<file path="src/e1_diag_pkg.sv">
// Constants for the eight-channel E1 diagnostic control block
//
// What this block does
// - Remote loopback sends the recovered clock and data out on the line outputs.
// - During remote loopback the transmit clock and data inputs are disregarded.
// - Remote loopback suppresses all-ones transmission even when it is requested.
// - Hardware mode: transmit clock high over 16 reference cycles starts all-ones.
// - Host mode: all-ones select bit forces all-ones on that channel.
// - Host mode: automatic select inserts all-ones while the channel reports signal loss.
// - All-ones bit timing comes from the reference clock, not the transmit clock.
// - Digital loopback is blocked while all-ones is active on that channel.
// - Eight normal channels, or channel 0 dedicated to monitoring another channel.
// - Monitor picks receiver or transmitter of channel 1 to 7, pins or register.
// - Monitored line signal appears on channel 0 recovered clock and data outputs.
// - Channel 0 reports signal loss of the monitored signal, either direction.
// - Monitoring via remote loopback: channel 0 transmits the monitored channel's data.
// - Transmit line outputs can be tristated at once per channel.
// - Jitter attenuator path has a fixed throughput delay.
// - Mode pin low selects hardware mode and disables the host interface.
// - In hardware mode separate hw pins give static configuration inputs and status outputs.
// - Analog loopback feeds transmit line outputs back to the receiver, ignoring line input.
// - Digital loopback, host mode only, returns transmit clock and data to receive outputs.
// - Attenuator delay is 16 bits shallow, 32 bits deep.
package e1_diag_pkg;
    localparam logic [3:0] ADDR_RLOOP      = 4'h0;
    localparam logic [3:0] ADDR_ALOOP      = 4'h1;
    localparam logic [3:0] ADDR_DIGITAL_LOOPBACK_SELECT      = 4'h2;
    localparam logic [3:0] ADDR_ALLONES    = 4'h3;
    localparam logic [3:0] ADDR_AUTOONES   = 4'h4;
    localparam logic [3:0] ADDR_OUTEN      = 4'h5;
    localparam logic [3:0] ADDR_MON        = 4'h6;
    localparam logic [3:0] ADDR_JA         = 4'h7;
    localparam logic [3:0] ADDR_LOSS_ST    = 4'h8;
    localparam logic [3:0] ADDR_ONES_ST    = 4'h9;
    localparam int         MON_EN_BIT      = 0;
    localparam int         MON_DIR_BIT     = 1;
    localparam int         MON_SEL_LSB     = 2;
    localparam int         JA_TX_BIT       = 0;
    localparam int         JA_DEEP_BIT     = 1;
    localparam logic [7:0] RST_CTRL        = 8'h00;
    localparam logic [4:0] RST_MON         = 5'h00;
    localparam logic [1:0] RST_JA          = 2'h0;
    localparam logic [4:0] ONES_HIGH_LIMIT = 5'd16;
    localparam int         JA_SHORT_BITS   = 16;
    localparam int         JA_DEEP_BITS    = 32;
endpackage

</file>
<file path="src/e1_diag_ctrl.sv">
// Loopback, all-ones, monitoring and output-enable control for eight E1 channels
//
// Chosen here: strobed register access and the address map.
`timescale 1ns/1ps
module e1_diag_ctrl
    import e1_diag_pkg::*;
#(
    parameter int CHN = 8
) (
    input  wire logic             core_clk,
    input  wire logic             rstn,
    input  wire logic [3:0]       regAddr,
    input  wire logic [7:0]       regWrData,
    input  wire logic             regWrEn,
    input  wire logic             regRdEn,
    output logic      [7:0]       regRdData,
    input  wire logic             modeSel,
    input  wire logic             mclkIn,
    input  wire logic [CHN-1:0]   transmitClockIn,
    input  wire logic [CHN-1:0]   transmitPosData,
    input  wire logic [CHN-1:0]   transmitNegData,
    input  wire logic [CHN-1:0]   cdrClkIn,
    input  wire logic [CHN-1:0]   cdrPosIn,
    input  wire logic [CHN-1:0]   cdrNegIn,
    input  wire logic [CHN-1:0]   rxSignalLossIn,
    input  wire logic [CHN-1:0]   txSignalLossIn,
    input  wire logic [CHN-1:0]   hwOutEnPin,
    input  wire logic [CHN-1:0]   hwRemoteLoopPin,
    input  wire logic [CHN-1:0]   hwAnalogLoopPin,
    input  wire logic             hwMonEnPin,
    input  wire logic             hwMonDirPin,
    input  wire logic [2:0]       hwMonSelPin,
    input  wire logic             hwJaTxPin,
    output logic      [CHN-1:0]   lineOutPlus,
    output logic      [CHN-1:0]   lineOutMinus,
    output logic      [CHN-1:0]   lineOutEn,
    output logic      [CHN-1:0]   recoveredClk,
    output logic      [CHN-1:0]   recoveredPosData,
    output logic      [CHN-1:0]   recoveredNegData,
    output logic      [CHN-1:0]   signalLossOut,
    output logic      [CHN-1:0]   hwStatusOut
);
    localparam int SW = 2 + 9 * CHN + 2 * CHN + 6;

    // Every pin except the register interface passes two flops; first stage feeds only the second
    logic [SW-1:0]  syncMeta_reg;
    logic [SW-1:0]  syncQ_reg;
    logic           modeS;
    logic           mclkS;
    logic [CHN-1:0] tclkS, tposS, tnegS, rclkS, rposS, rnegS, losS, txLosS, oeS;
    logic [CHN-1:0] hwRl, hwAl;
    logic           hwMe, hwMd, hwJt;
    logic [2:0]     hwMs;

    always_ff @(posedge core_clk or negedge rstn) begin
        if (!rstn) begin
            syncMeta_reg <= '0;
            syncQ_reg    <= '0;
        end else begin
            syncMeta_reg <= {modeSel, mclkIn, transmitClockIn, transmitPosData, transmitNegData,
                             cdrClkIn, cdrPosIn, cdrNegIn, rxSignalLossIn, txSignalLossIn,
                             hwOutEnPin, hwRemoteLoopPin, hwAnalogLoopPin, hwMonEnPin,
                             hwMonDirPin, hwMonSelPin, hwJaTxPin};
            syncQ_reg    <= syncMeta_reg;
        end
    end

    assign {modeS, mclkS, tclkS, tposS, tnegS, rclkS, rposS, rnegS, losS, txLosS, oeS,
            hwRl, hwAl, hwMe, hwMd, hwMs, hwJt} = syncQ_reg;

    // Host registers
    logic [CHN-1:0] rloop_reg, aloop_reg, digital_loopback_select_reg, allOnesSel_reg, autoOnes_reg, outEn_reg;
    logic [4:0]     mon_reg;
    logic [1:0]     ja_reg;
    logic           hwMode;

    assign hwMode = ~modeS;

    always_ff @(posedge core_clk or negedge rstn) begin
        if (!rstn) begin
            rloop_reg      <= RST_CTRL;
            aloop_reg      <= RST_CTRL;
            digital_loopback_select_reg      <= RST_CTRL;
            allOnesSel_reg <= RST_CTRL;
            autoOnes_reg   <= RST_CTRL;
            outEn_reg      <= RST_CTRL;
            mon_reg        <= RST_MON;
            ja_reg         <= RST_JA;
        end else if (regWrEn && !hwMode) begin
            case (regAddr)
                ADDR_RLOOP:    rloop_reg      <= regWrData;
                ADDR_ALOOP:    aloop_reg      <= regWrData;
                ADDR_DIGITAL_LOOPBACK_SELECT:    digital_loopback_select_reg      <= regWrData;
                ADDR_ALLONES:  allOnesSel_reg <= regWrData;
                ADDR_AUTOONES: autoOnes_reg   <= regWrData;
                ADDR_OUTEN:    outEn_reg      <= regWrData;
                ADDR_MON:      mon_reg        <= regWrData[4:0];
                ADDR_JA:       ja_reg         <= regWrData[1:0];
                default:       ;
            endcase
        end
    end

    // Effective controls: pins in hardware mode, registers in host mode
    logic [CHN-1:0] remote, analog, allOnesReq, allOnesAct, digLoop, hwAllOnes_reg;
    logic           monEn, monDir, jaTx, jaDeep, monActive;
    logic [2:0]     monSel;

    assign remote    = hwMode ? hwRl : rloop_reg;
    assign analog    = (hwMode ? hwAl : aloop_reg) & ~remote;
    assign monEn     = hwMode ? hwMe : mon_reg[MON_EN_BIT];
    assign monDir    = hwMode ? hwMd : mon_reg[MON_DIR_BIT];
    assign monSel    = hwMode ? hwMs : mon_reg[MON_SEL_LSB +: 3];
    assign monActive = monEn && (monSel != 3'd0);
    assign jaTx      = hwMode ? hwJt : ja_reg[JA_TX_BIT];
    // Hardware mode fixes the deep buffer
    assign jaDeep    = hwMode | ja_reg[JA_DEEP_BIT];
    assign allOnesReq = hwMode ? hwAllOnes_reg
                               : (allOnesSel_reg | (autoOnes_reg & losS));
    assign allOnesAct = allOnesReq & ~remote;
    assign digLoop    = {CHN{~hwMode}} & digital_loopback_select_reg & ~allOnesAct & ~remote;

    always_ff @(posedge core_clk or negedge rstn) begin
        if (!rstn) begin
            regRdData <= 8'h00;
        end else if (regRdEn && !hwMode) begin
            case (regAddr)
                ADDR_RLOOP:    regRdData <= rloop_reg;
                ADDR_ALOOP:    regRdData <= aloop_reg;
                ADDR_DIGITAL_LOOPBACK_SELECT:    regRdData <= digital_loopback_select_reg;
                ADDR_ALLONES:  regRdData <= allOnesSel_reg;
                ADDR_AUTOONES: regRdData <= autoOnes_reg;
                ADDR_OUTEN:    regRdData <= outEn_reg;
                ADDR_MON:      regRdData <= {3'h0, mon_reg};
                ADDR_JA:       regRdData <= {6'h00, ja_reg};
                ADDR_LOSS_ST:  regRdData <= signalLossOut;
                ADDR_ONES_ST:  regRdData <= allOnesAct;
                default:       regRdData <= 8'h00;
            endcase
        end else begin
            regRdData <= 8'h00;
        end
    end

    // All-ones generator paced by the reference clock only
    logic mclkPrev_reg, onesPhase_reg, mclkRise;
    assign mclkRise = mclkS & ~mclkPrev_reg;

    always_ff @(posedge core_clk or negedge rstn) begin
        if (!rstn) begin
            mclkPrev_reg  <= 1'b0;
            onesPhase_reg <= 1'b0;
        end else begin
            mclkPrev_reg <= mclkS;
            if (mclkRise) begin
                onesPhase_reg <= ~onesPhase_reg;
            end
        end
    end

    // Count reference edges while transmit clock is held high
    logic [4:0] hiCnt_reg [CHN];

    always_ff @(posedge core_clk or negedge rstn) begin
        if (!rstn) begin
            for (int c = 0; c < CHN; c++) begin
                hiCnt_reg[c] <= 5'd0;
            end
            hwAllOnes_reg <= '0;
        end else begin
            for (int c = 0; c < CHN; c++) begin
                if (!tclkS[c]) begin
                    hiCnt_reg[c]     <= 5'd0;
                    hwAllOnes_reg[c] <= 1'b0;
                end else begin
                    if (mclkRise && hiCnt_reg[c] <= ONES_HIGH_LIMIT) begin
                        hiCnt_reg[c] <= hiCnt_reg[c] + 5'd1;
                    end
                    if (hiCnt_reg[c] > ONES_HIGH_LIMIT) begin
                        hwAllOnes_reg[c] <= 1'b1;
                    end
                end
            end
        end
    end

    // Per-channel source selection
    logic [CHN-1:0] rxClkEff, rxPosEff, rxNegEff, txClkSel, txPosSel, txNegSel;
    logic [CHN-1:0] jaClk, jaPosIn, jaNegIn, jaPosOut, jaNegOut, lossSel;
    logic [CHN-1:0] rcClkSrc, rcPosSrc, rcNegSrc;
    logic           monTxClk;

    // Rebuilt from its sources so channel 0 never loops back through txClkSel
    assign monTxClk = remote[monSel] ? rclkS[monSel]
                                     : allOnesAct[monSel] ? mclkS : tclkS[monSel];

    for (genvar i = 0; i < CHN; i++) begin : g_ch
        if (i == 0) begin : g_mon
            // Channel 0 recovers the monitored line instead of its own
            assign rxClkEff[i] = !monActive ? rclkS[0] : monDir ? monTxClk
                                                                : rclkS[monSel];
            assign rxPosEff[i] = !monActive ? rposS[0] : monDir ? lineOutPlus[monSel]
                                                                : rposS[monSel];
            assign rxNegEff[i] = !monActive ? rnegS[0] : monDir ? lineOutMinus[monSel]
                                                                : rnegS[monSel];
            assign lossSel[i]  = !monActive ? losS[0] : monDir ? txLosS[monSel]
                                                              : losS[monSel];
        end else begin : g_plain
            assign rxClkEff[i] = rclkS[i];
            assign rxPosEff[i] = rposS[i];
            assign rxNegEff[i] = rnegS[i];
            assign lossSel[i]  = losS[i];
        end
        // Remote loopback on channel 0 while monitoring repeats the monitored data
        assign txClkSel[i] = remote[i] ? rxClkEff[i] : allOnesAct[i] ? mclkS
                                                                     : tclkS[i];
        assign txPosSel[i] = remote[i] ? rxPosEff[i] : allOnesAct[i] ? onesPhase_reg
                                                                     : tposS[i];
        assign txNegSel[i] = remote[i] ? rxNegEff[i] : allOnesAct[i] ? ~onesPhase_reg
                                                                     : tnegS[i];
        assign jaClk[i]    = jaTx ? txClkSel[i] : rcClkSrc[i];
        assign jaPosIn[i]  = jaTx ? txPosSel[i] : rcPosSrc[i];
        assign jaNegIn[i]  = jaTx ? txNegSel[i] : rcNegSrc[i];
        // Analog loop sees the driven line; digital loop sees raw transmit inputs
        assign rcClkSrc[i] = digLoop[i] ? tclkS[i] : analog[i] ? txClkSel[i]
                                                               : rxClkEff[i];
        assign rcPosSrc[i] = digLoop[i] ? tposS[i] : analog[i] ? lineOutPlus[i]
                                                               : rxPosEff[i];
        assign rcNegSrc[i] = digLoop[i] ? tnegS[i] : analog[i] ? lineOutMinus[i]
                                                               : rxNegEff[i];
    end

    // Attenuator modelled as a fixed-length delay line: constant latency by construction
    logic [JA_DEEP_BITS-1:0] jaPos_reg [CHN];
    logic [JA_DEEP_BITS-1:0] jaNeg_reg [CHN];
    logic [CHN-1:0]          jaClkPrev_reg;

    always_ff @(posedge core_clk or negedge rstn) begin
        if (!rstn) begin
            for (int c = 0; c < CHN; c++) begin
                jaPos_reg[c] <= '0;
                jaNeg_reg[c] <= '0;
            end
            jaClkPrev_reg <= '0;
        end else begin
            jaClkPrev_reg <= jaClk;
            for (int c = 0; c < CHN; c++) begin
                if (jaClk[c] && !jaClkPrev_reg[c]) begin
                    jaPos_reg[c] <= {jaPos_reg[c][JA_DEEP_BITS-2:0], jaPosIn[c]};
                    jaNeg_reg[c] <= {jaNeg_reg[c][JA_DEEP_BITS-2:0], jaNegIn[c]};
                end
            end
        end
    end

    for (genvar i = 0; i < CHN; i++) begin : g_tap
        assign jaPosOut[i] = jaDeep ? jaPos_reg[i][JA_DEEP_BITS-1]
                                    : jaPos_reg[i][JA_SHORT_BITS-1];
        assign jaNegOut[i] = jaDeep ? jaNeg_reg[i][JA_DEEP_BITS-1]
                                    : jaNeg_reg[i][JA_SHORT_BITS-1];
    end

    // Registered line and receive outputs
    always_ff @(posedge core_clk or negedge rstn) begin
        if (!rstn) begin
            lineOutPlus      <= '0;
            lineOutMinus     <= '0;
            lineOutEn        <= '0;
            recoveredClk     <= '0;
            recoveredPosData <= '0;
            recoveredNegData <= '0;
            signalLossOut    <= '0;
            hwStatusOut      <= '0;
        end else begin
            lineOutPlus      <= jaTx ? jaPosOut : txPosSel;
            lineOutMinus     <= jaTx ? jaNegOut : txNegSel;
            // One output flop after the pin synchroniser, or after the host register
            lineOutEn        <= hwMode ? oeS : outEn_reg;
            recoveredClk     <= rcClkSrc;
            recoveredPosData <= jaTx ? rcPosSrc : jaPosOut;
            recoveredNegData <= jaTx ? rcNegSrc : jaNegOut;
            signalLossOut    <= lossSel;
            hwStatusOut      <= hwMode ? allOnesAct : '0;
        end
    end

    // Checks
    for (genvar i = 0; i < CHN; i++) begin : g_chk
        AST_REMOTE_LINE: assert property (@(posedge core_clk) disable iff (!rstn)
            remote[i] && !jaTx |=> lineOutPlus[i] == $past(rxPosEff[i]))
            else $error("remote loop line data mismatch");
        AST_REMOTE_NO_ONES: assert property (@(posedge core_clk) disable iff (!rstn)
            remote[i] |-> !allOnesAct[i])
            else $error("all-ones active in remote loop");
        AST_HOST_ONES: assert property (@(posedge core_clk) disable iff (!rstn)
            !hwMode && allOnesSel_reg[i] && !remote[i] |-> allOnesAct[i])
            else $error("host all-ones not applied");
        AST_AUTO_ONES: assert property (@(posedge core_clk) disable iff (!rstn)
            !hwMode && autoOnes_reg[i] && losS[i] && !remote[i] |-> allOnesAct[i])
            else $error("auto all-ones not applied");
        AST_HW_ONES_ENTRY: assert property (@(posedge core_clk) disable iff (!rstn)
            hwMode && tclkS[i] && hiCnt_reg[i] == 5'd16 && mclkRise ##1 tclkS[i]
            |=> hwAllOnes_reg[i])
            else $error("hardware all-ones not entered");
        AST_HW_ONES_EXIT: assert property (@(posedge core_clk) disable iff (!rstn)
            !tclkS[i] |=> hiCnt_reg[i] == 5'd0 && !hwAllOnes_reg[i])
            else $error("high count not restarted");
        AST_NO_DIGITAL_LOOPBACK_SELECT_ONES: assert property (@(posedge core_clk) disable iff (!rstn)
            allOnesAct[i] |-> !digLoop[i])
            else $error("digital loop during all-ones");
        AST_OE_DIRECT: assert property (@(posedge core_clk) disable iff (!rstn)
            !hwMode |=> lineOutEn[i] == $past(outEn_reg[i]))
            else $error("output enable lags register");
    end

    AST_ONES_TIMING: assert property (@(posedge core_clk) disable iff (!rstn)
        !mclkRise |=> $stable(onesPhase_reg))
        else $error("all-ones phase moved without reference edge");
    AST_MON_DATA: assert property (@(posedge core_clk) disable iff (!rstn)
        monActive && !monDir && !digLoop[0] && !analog[0] && jaTx
        |=> recoveredPosData[0] == $past(rposS[monSel]))
        else $error("monitored receive data not on channel 0");
    AST_MON_LOSS: assert property (@(posedge core_clk) disable iff (!rstn)
        monActive && monDir |=> signalLossOut[0] == $past(txLosS[monSel]))
        else $error("monitored loss not reported");
    AST_HW_WRITE_BLOCK: assert property (@(posedge core_clk) disable iff (!rstn)
        hwMode && regWrEn |=> $stable(rloop_reg) && $stable(allOnesSel_reg)
        && $stable(outEn_reg))
        else $error("register written in hardware mode");
endmodule

</file>
<file path="config.mk">
export PLATFORM = sky130hd
export DESIGN_NAME = e1_diag_ctrl
export DESIGN_NICKNAME = d
export VERILOG_FILES = /design/src/e1_diag_pkg.sv /design/src/e1_diag_ctrl.sv
export SDC_FILE = /design/constraint.sdc
export NUM_CORES = 1
export LEC_CHECK = 0
export ABC_CLOCK_PERIOD_IN_PS = 6900
export BUFFER_PORTS_ARGS = -buffer_cell sky130_fd_sc_hd__buf_2
export CORE_MARGIN = 4
export CORE_UTILIZATION = 50
export DETAILED_ROUTE_END_ITERATION = 12
export PLACE_DENSITY = 0.67
export SLEW_MARGIN = 15
export SYNTH_ARGS = -nofsm -noshare
export SYNTH_HDL_FRONTEND = slang
export SYNTH_SLANG_ARGS = --single-unit
</file>
<file path="constraint.sdc">
create_clock -name core_clk -period 6.9 [get_ports core_clk]
set_input_delay 2.07 -clock core_clk [delete_from_list [all_inputs] [get_ports core_clk]]
set_output_delay 2.07 -clock core_clk [all_outputs]
set_load 0.02 [all_outputs]
</file>
== Word-level counts from Yosys, hierarchy flattened ==
Index checks and enable logic that the tools add are counted.

* Add/subtract/negate cells: 8
* Order comparisons: 17
* Equal/unequal tests: 25
* Mux-type cells: 213
* Bitwise operators: 14
* Reductions and logical operators: 37

{| class="wikitable"
|+ Operators with widths
! cell !! count
|-
| $mux W1 || 175
|-
| $mux W5 || 16
|-
| $mux W8 || 10
|-
| $pmux W8 S10 || 1
|-
| $and A8 B8 Y8 || 6
|-
| $add A5 B1 Y5 const B || 8
|-
| $gt A5 B5 Y1 const B || 8
|-
| $le A5 B5 Y1 const B || 8
|-
| $ne A2 B1 Y1 const B || 16
|-
| $bmux W1 S3 || 10
|-
| $logic_and A1 B1 Y1 || 19
|-
| $eq A4 B3 Y1 const B || 4
|-
| $not A8 Y8 || 2
|-
| $reduce_and A2 Y1 || 8
|-
| $eq A4 B2 Y1 const B || 2
|-
| $eq A4 B4 Y1 const B || 2
|-
| $logic_not A1 Y1 || 8
|-
| $or A8 B8 Y8 || 1
|-
| $eq A4 B1 Y1 const B || 1
|-
| $logic_not A4 Y1 || 1
|-
| $lt A3 B4 Y1 const B || 1
|-
| $mux W3 || 1
|-
| $not A1 Y1 || 3
|-
| $reduce_bool A3 Y1 || 1
|-
| other kinds (2) || 2
|}

* Flip-flop bits (word level): 889
* Input port bits: 112
* Output and inout port bits: 72
* Word-level logic and storage cells: 368

== Logic depth before layout (Yosys ltp) ==
* Depth after elaboration: 15
* Gate-level depth with buffers: 13
* Mapped depth without buffers: 8

== Worst setup path before layout ==
No wires, ideal clock.

* Path type: input -> register
* From: input regAddr[2]
* To: register outEn_reg[0]
* Arrival time: 3.811 ns
* Required time: 6.775 ns
* Path slack: 2.965 ns
* Stages: 6
* Cell sequence: clkbuf_1 inv_1 nor2_1 nand3_1 nor3b_1 mux2_2

* Word-level cells in the longest chain between the ends: 2

{| class="wikitable"
|+ Ends and longest elaborated chain
! what !! RTL line !! RTL
|-
| start, declared || e1_diag_ctrl.sv:12 || <nowiki>input wire logic [3:0] regAddr,</nowiki>
|-
| $eq A4 B3 Y1 || e1_diag_ctrl.sv:90 || <nowiki>case (regAddr)</nowiki>
|-
| $reduce_and A2 Y1 (no line) || n/a ||
|-
| end signal, assigned || e1_diag_ctrl.sv:96 || <nowiki>ADDR_OUTEN: outEn_reg <= regWrData;</nowiki>
|-
| end, declared || e1_diag_ctrl.sv:72 || <nowiki>logic [CHN-1:0] rloop_reg, aloop_reg, digital_loopback_select_reg, allOnesSel_reg, autoOnes_reg, outEn_reg;</nowiki>
|}

No other way between the ends.
A chain may end at the register's enable or synchronous reset.

== Final worst setup path ==
* From: register syncQ_reg[95]
* To: register jaPos_reg[225] (netlist bit)

* Word-level cells in the longest chain between the ends: 14
* Elaborated cells on any way between the ends: 34

{| class="wikitable"
|+ Ends and longest elaborated chain
! what !! RTL line !! RTL
|-
| start, declared || e1_diag_ctrl.sv:47 || <nowiki>logic [SW-1:0] syncQ_reg;</nowiki>
|-
| start signal, assigned || e1_diag_ctrl.sv:64 || <nowiki>syncQ_reg <= syncMeta_reg;</nowiki>
|-
| $mux W8 || e1_diag_ctrl.sv:109 || <nowiki>assign remote = hwMode ? hwRl : rloop_reg;</nowiki>
|-
| $not A8 Y8 || e1_diag_ctrl.sv:110, e1_diag_ctrl.sv:120, e1_diag_ctrl.sv:121 ||
|-
| $and A8 B8 Y8 || e1_diag_ctrl.sv:120 || <nowiki>assign allOnesAct = allOnesReq & ~remote;</nowiki>
|-
| $bmux W1 S3 || e1_diag_ctrl.sv:195 || <nowiki>: allOnesAct[monSel] ? mclkS : tclkS[monSel];</nowiki>
|-
| $mux W1 (not written as such) || e1_diag_ctrl.sv:195 ||
|-
| $mux W1 || e1_diag_ctrl.sv:195 ||
|-
| $mux W1 || e1_diag_ctrl.sv:194 || <nowiki>assign monTxClk = remote[monSel] ? rclkS[monSel]</nowiki>
|-
| $mux W1 (2 in a row) || e1_diag_ctrl.sv:200 || <nowiki>assign rxClkEff[i] = !monActive ? rclkS[0] : monDir ? monTxClk</nowiki>
|-
| $mux W1 || e1_diag_ctrl.sv:215 || <nowiki>assign txClkSel[i] = remote[i] ? rxClkEff[i] : allOnesAct[i] ? mclkS</nowiki>
|-
| $mux W1 (2 in a row) || e1_diag_ctrl.sv:225 || <nowiki>assign rcClkSrc[i] = digLoop[i] ? tclkS[i] : analog[i] ? txClkSel[i]</nowiki>
|-
| $mux W1 * || e1_diag_ctrl.sv:221 || <nowiki>assign jaClk[i] = jaTx ? txClkSel[i] : rcClkSrc[i];</nowiki>
|-
| $logic_and A1 B1 Y1 * || e1_diag_ctrl.sv:248 || <nowiki>if (jaClk[c] && !jaClkPrev_reg[c]) begin</nowiki>
|-
| end signal, assigned by index || e1_diag_ctrl.sv:249 || <nowiki>jaPos_reg[c] <= {jaPos_reg[c][JA_DEEP_BITS-2:0], jaPosIn[c]};</nowiki>
|-
| end, declared || e1_diag_ctrl.sv:234 || <nowiki>logic [JA_DEEP_BITS-1:0] jaPos_reg [CHN];</nowiki>
|}

Every way passes the cells marked *; elsewhere a longest branch is shown, timed or not. The select of a mux whose other input is x is not followed.

==> impl_results.md <==
* Port Buf Inserts at between 150 and 200
* Count leader, synth: dfrtp_1
* H-tree depth at 3
* Actual slew at the worst max-slew pin at ~1200 ps
* Vias in the first global route at 20400
* WL final at 74600 um
* Core ar. at 0.0686 mm^2
* Cell Int Power at around 11 mW
* Post-synthesis area per instance at approximately 15 um^2
* Synth Instances at 2294
* TritonRoute pass-1 iters at 10
* Die Width at 271 um
* Final Hold Viols at 0
* CTS tree: done
* Period Utilization, post-route at 68.4%
* Worst EP required at 7400 ps
* CP Launch Type: flip-flop
* Post-DP HPWL at ~51000 um
* Slack of the critical path at 2180 ps
* Routed length per instance at 21.3 um
* Die H at between 200 and 300 um
* PostCTS Resize Cnt at 0
* Synth area leaders: dfrtp_1 64%, mux2_2 17%, mux2_4 2.7%
* Tot GR Track Use at 20.6%
* Largest net degree at the start of global routing at 145
* Area grow syn2layout at 14.5%
* Setup bufs post-CTS at 0
* Setup Viol. Count Final at 0
* Sink Count at 889
* Worst-path cell chain: mux2i_4 -> mux2i_1 -> mux2i_1 -> o22ai_4 -> nor2b_1 -> a211o_1 -> a311oi_4 -> buf_4 -> mux2_2
* Max FO, Critical Path at 64
* CP endpoint: jaPos_reg[225]
* FF-to-FF End: jaPos_reg[225]
* Vias per cell at 5.46
* Crit end category: flip-flop
* Iteration-0 DRC Markers at 1622
* Final core occ at 57.8%
* Setup CP Type: flip-flop to flip-flop
* Unrepaired setup endpoints after global routing: false
* R2R setup slack at 2180 ps
* Clock Tree Buf Depth at 3
* Most frequent CP cell: mux2i_1
* Netlist Area Pre-Place at between 0.03 and 0.04 mm^2
* Peak Freq at 212 MHz
* Initial core utilization at 50.5%
* EDFF count, synth at 0
* Row count at 96
* Post-synth top area share at 64.3%
* Yosys cell types at 70
* Diode count at 0
* Yosys warns at 0
* Setup_tns at 0 ps
* Slowest CP cell: dfrtp_4
* Vias at 19100
* Min cycle time layout at about 4700 ps
* Layout net count at between 2000 and 3000
* Area leader, netlist: dfrtp_1
* Final Max Tran Viols at 0
* Leak Pwr at roughly 19 nW
* Clock tree root driver cell: clkbuf_16
* First-pass GRT wire length at 118000 um
* DRC at 0
* Status: completed
* Share of cells above drive strength 1 at 38.7%
* Antenna Nets Post-Route at 0
* Switching share of power at 26.1%
* Initial antenna violation count at 7
* Net Switching at 3.74 mW
* Reg clk slew, reported paths at 60 ps
* Setup Skew at 22.7 ps
* Sequential power share at 47.6%
* # IOs at roughly 180
* Delay-heaviest family, CP: multiplexers
* Clock latency on the worst-skew pair at 640 ps
* Die area at 0.0735 mm^2
* Worst slack, placed at 2120 ps
* Max VDD drop at 0.295 mV
* Logic pwr share at 16.9%
* Sequential fraction of the synthesis area at between 60 and 70%
* Total CTS buffers at 90
* Crit. path cell count at 9
* Reg2Reg Depth at 9
* P per Cell Area at between 300 and 400 mW/mm^2
* Largest stage delay, worst path at around 930 ps
* Post-synth top flop: dfrtp_1
* Global route overflow at 0
* Hold WC Path Type: flip-flop to flip-flop
* Relative slew slack at 22.9%
* Synth cell count leaders: 889 x dfrtp_1, 535 x mux2_2, 97 x nor2_1
* Final Wtd Congestion at 0.915
* Critical path arrival at 5220 ps
* Seq cells post-synth at 889
* Post-Synthesis Net Count at 2422
* Clock share of power at 35.5%
* Crit path from: syncQ_reg[95]
* Fraction of registers with async set or reset after synthesis at 100%
* Buf/Inv on CP at 1
* Hold_buf cts at 0
* Maxcap violations at 0
* Reg-to-Reg Start: syncQ_reg[95]
==> how the worst min path moves through the flow <==
| stage | from | depth (start not counted) | slack, ps | to |
|---|---|---|---|---|
| finish | syncMeta_reg[35] | 0 | 350 | syncQ_reg[35] |
| global route | syncMeta_reg[60] | 0 | 350 | syncQ_reg[60] |
| CTS | syncMeta_reg[35] | 0 | 350 | syncQ_reg[35] |
| detailed placement | syncMeta_reg[24] | 0 | 330 | syncQ_reg[24] |
| global placement | syncMeta_reg[60] | 0 | 340 | syncQ_reg[60] |
| floorplan | syncMeta_reg[0] | 0 | 330 | syncQ_reg[0] |
==> kinds of logic after synthesis <==
logic type               count (synthesis)  synth area share [%]
multiplexers                           706                  23.8
adder cells (fa/ha/maj)                 16                 0.578
flip-flops                             889                  64.3
buffers and inverters                  129                  2.04
AO/OA/AOI/OAI                          225                  4.37
XOR/XNOR                                25                 0.633
AND/OR/NAND/NOR                        304                  4.28
==> power by group through the flow <==
stage	clock network, mW	registers [mW]	logic [mW]
finish	5.08	6.82	2.42
CTS	5.20	6.82	2.45
global placement	0	6.86	2.35
floorplan	0	6.69	1.86
global route	5.42	6.93	2.64
detailed placement	0	6.90	2.43
==> final cells by class <==
cell class                      count  area, um^2
Tap cell                          931        1160
Fill cell                        5339       29000
Inverter                           26        97.6
Clock buffer                      130        2680
Clock inverter                     32         465
Sequential cell                   889       22300
Timing Repair Buffer              213        1240
Multi-Input combinational cell   1276       11700
==> layout by cell type (no fill, tap or decap), types with 7 or more instances in the layout <==
cell,n
dfrtp_1,888
mux2_2,535
buf_2,182
nor2_1,96
clkbuf_16,92
mux2i_1,88
nand2_1,81
mux2_4,62
a21oi_1,58
o21ai_0,54
inv_1,26
and2_1,26
xnor2_1,25
nor2b_1,23
clkbuf_8,23
buf_4,23
ha_1,16
clkbuf_1,15
nand3_1,13
clkinv_2,12
mux4_2,11
nand4_1,11
nor3b_1,10
bufinv_16,10
a31oi_1,9
a22oi_1,9
nand4b_1,9
a21boi_0,9
nand2b_1,8
nor3_1,8
o21a_1,8
a41oi_1,8
a211oi_1,7
buf_12,7
==> metrics by stage <==
| step | power, mW | hold slack (ps) | cells | area [um^2] |
|---|---|---|---|---|
| 5_1_grt | 15.0 | 352 | 3497 | 39600 |
| 2_1_floorplan | 8.55 | 331 | 2294 | 34600 |
| 4_1_cts | 14.5 | 348 | 3497 | 39600 |
| 3_5_place_dp | 9.33 | 335 | 3335 | 36500 |
| 3_3_place_gp | 9.21 | 335 | 3335 | 36500 |
| 6_report | 14.3 | 347 | 3497 | 39600 |
==> routing by layer <==
| metal | vias to the layer above | wire length (um) | global-route usage (%) |
|---|---|---|---|
| met4 | 4 | 2420 | 6.62 |
| li1 | 8536 | - | - |
| met1 | 9856 | 32600 | 28.6 |
| met2 | 540 | 34600 | 32.4 |
| met3 | 164 | 4930 | 4.92 |
| met5 | - | 25 | 0 |
No activity file was read; power rests on OpenSTA's default activity.
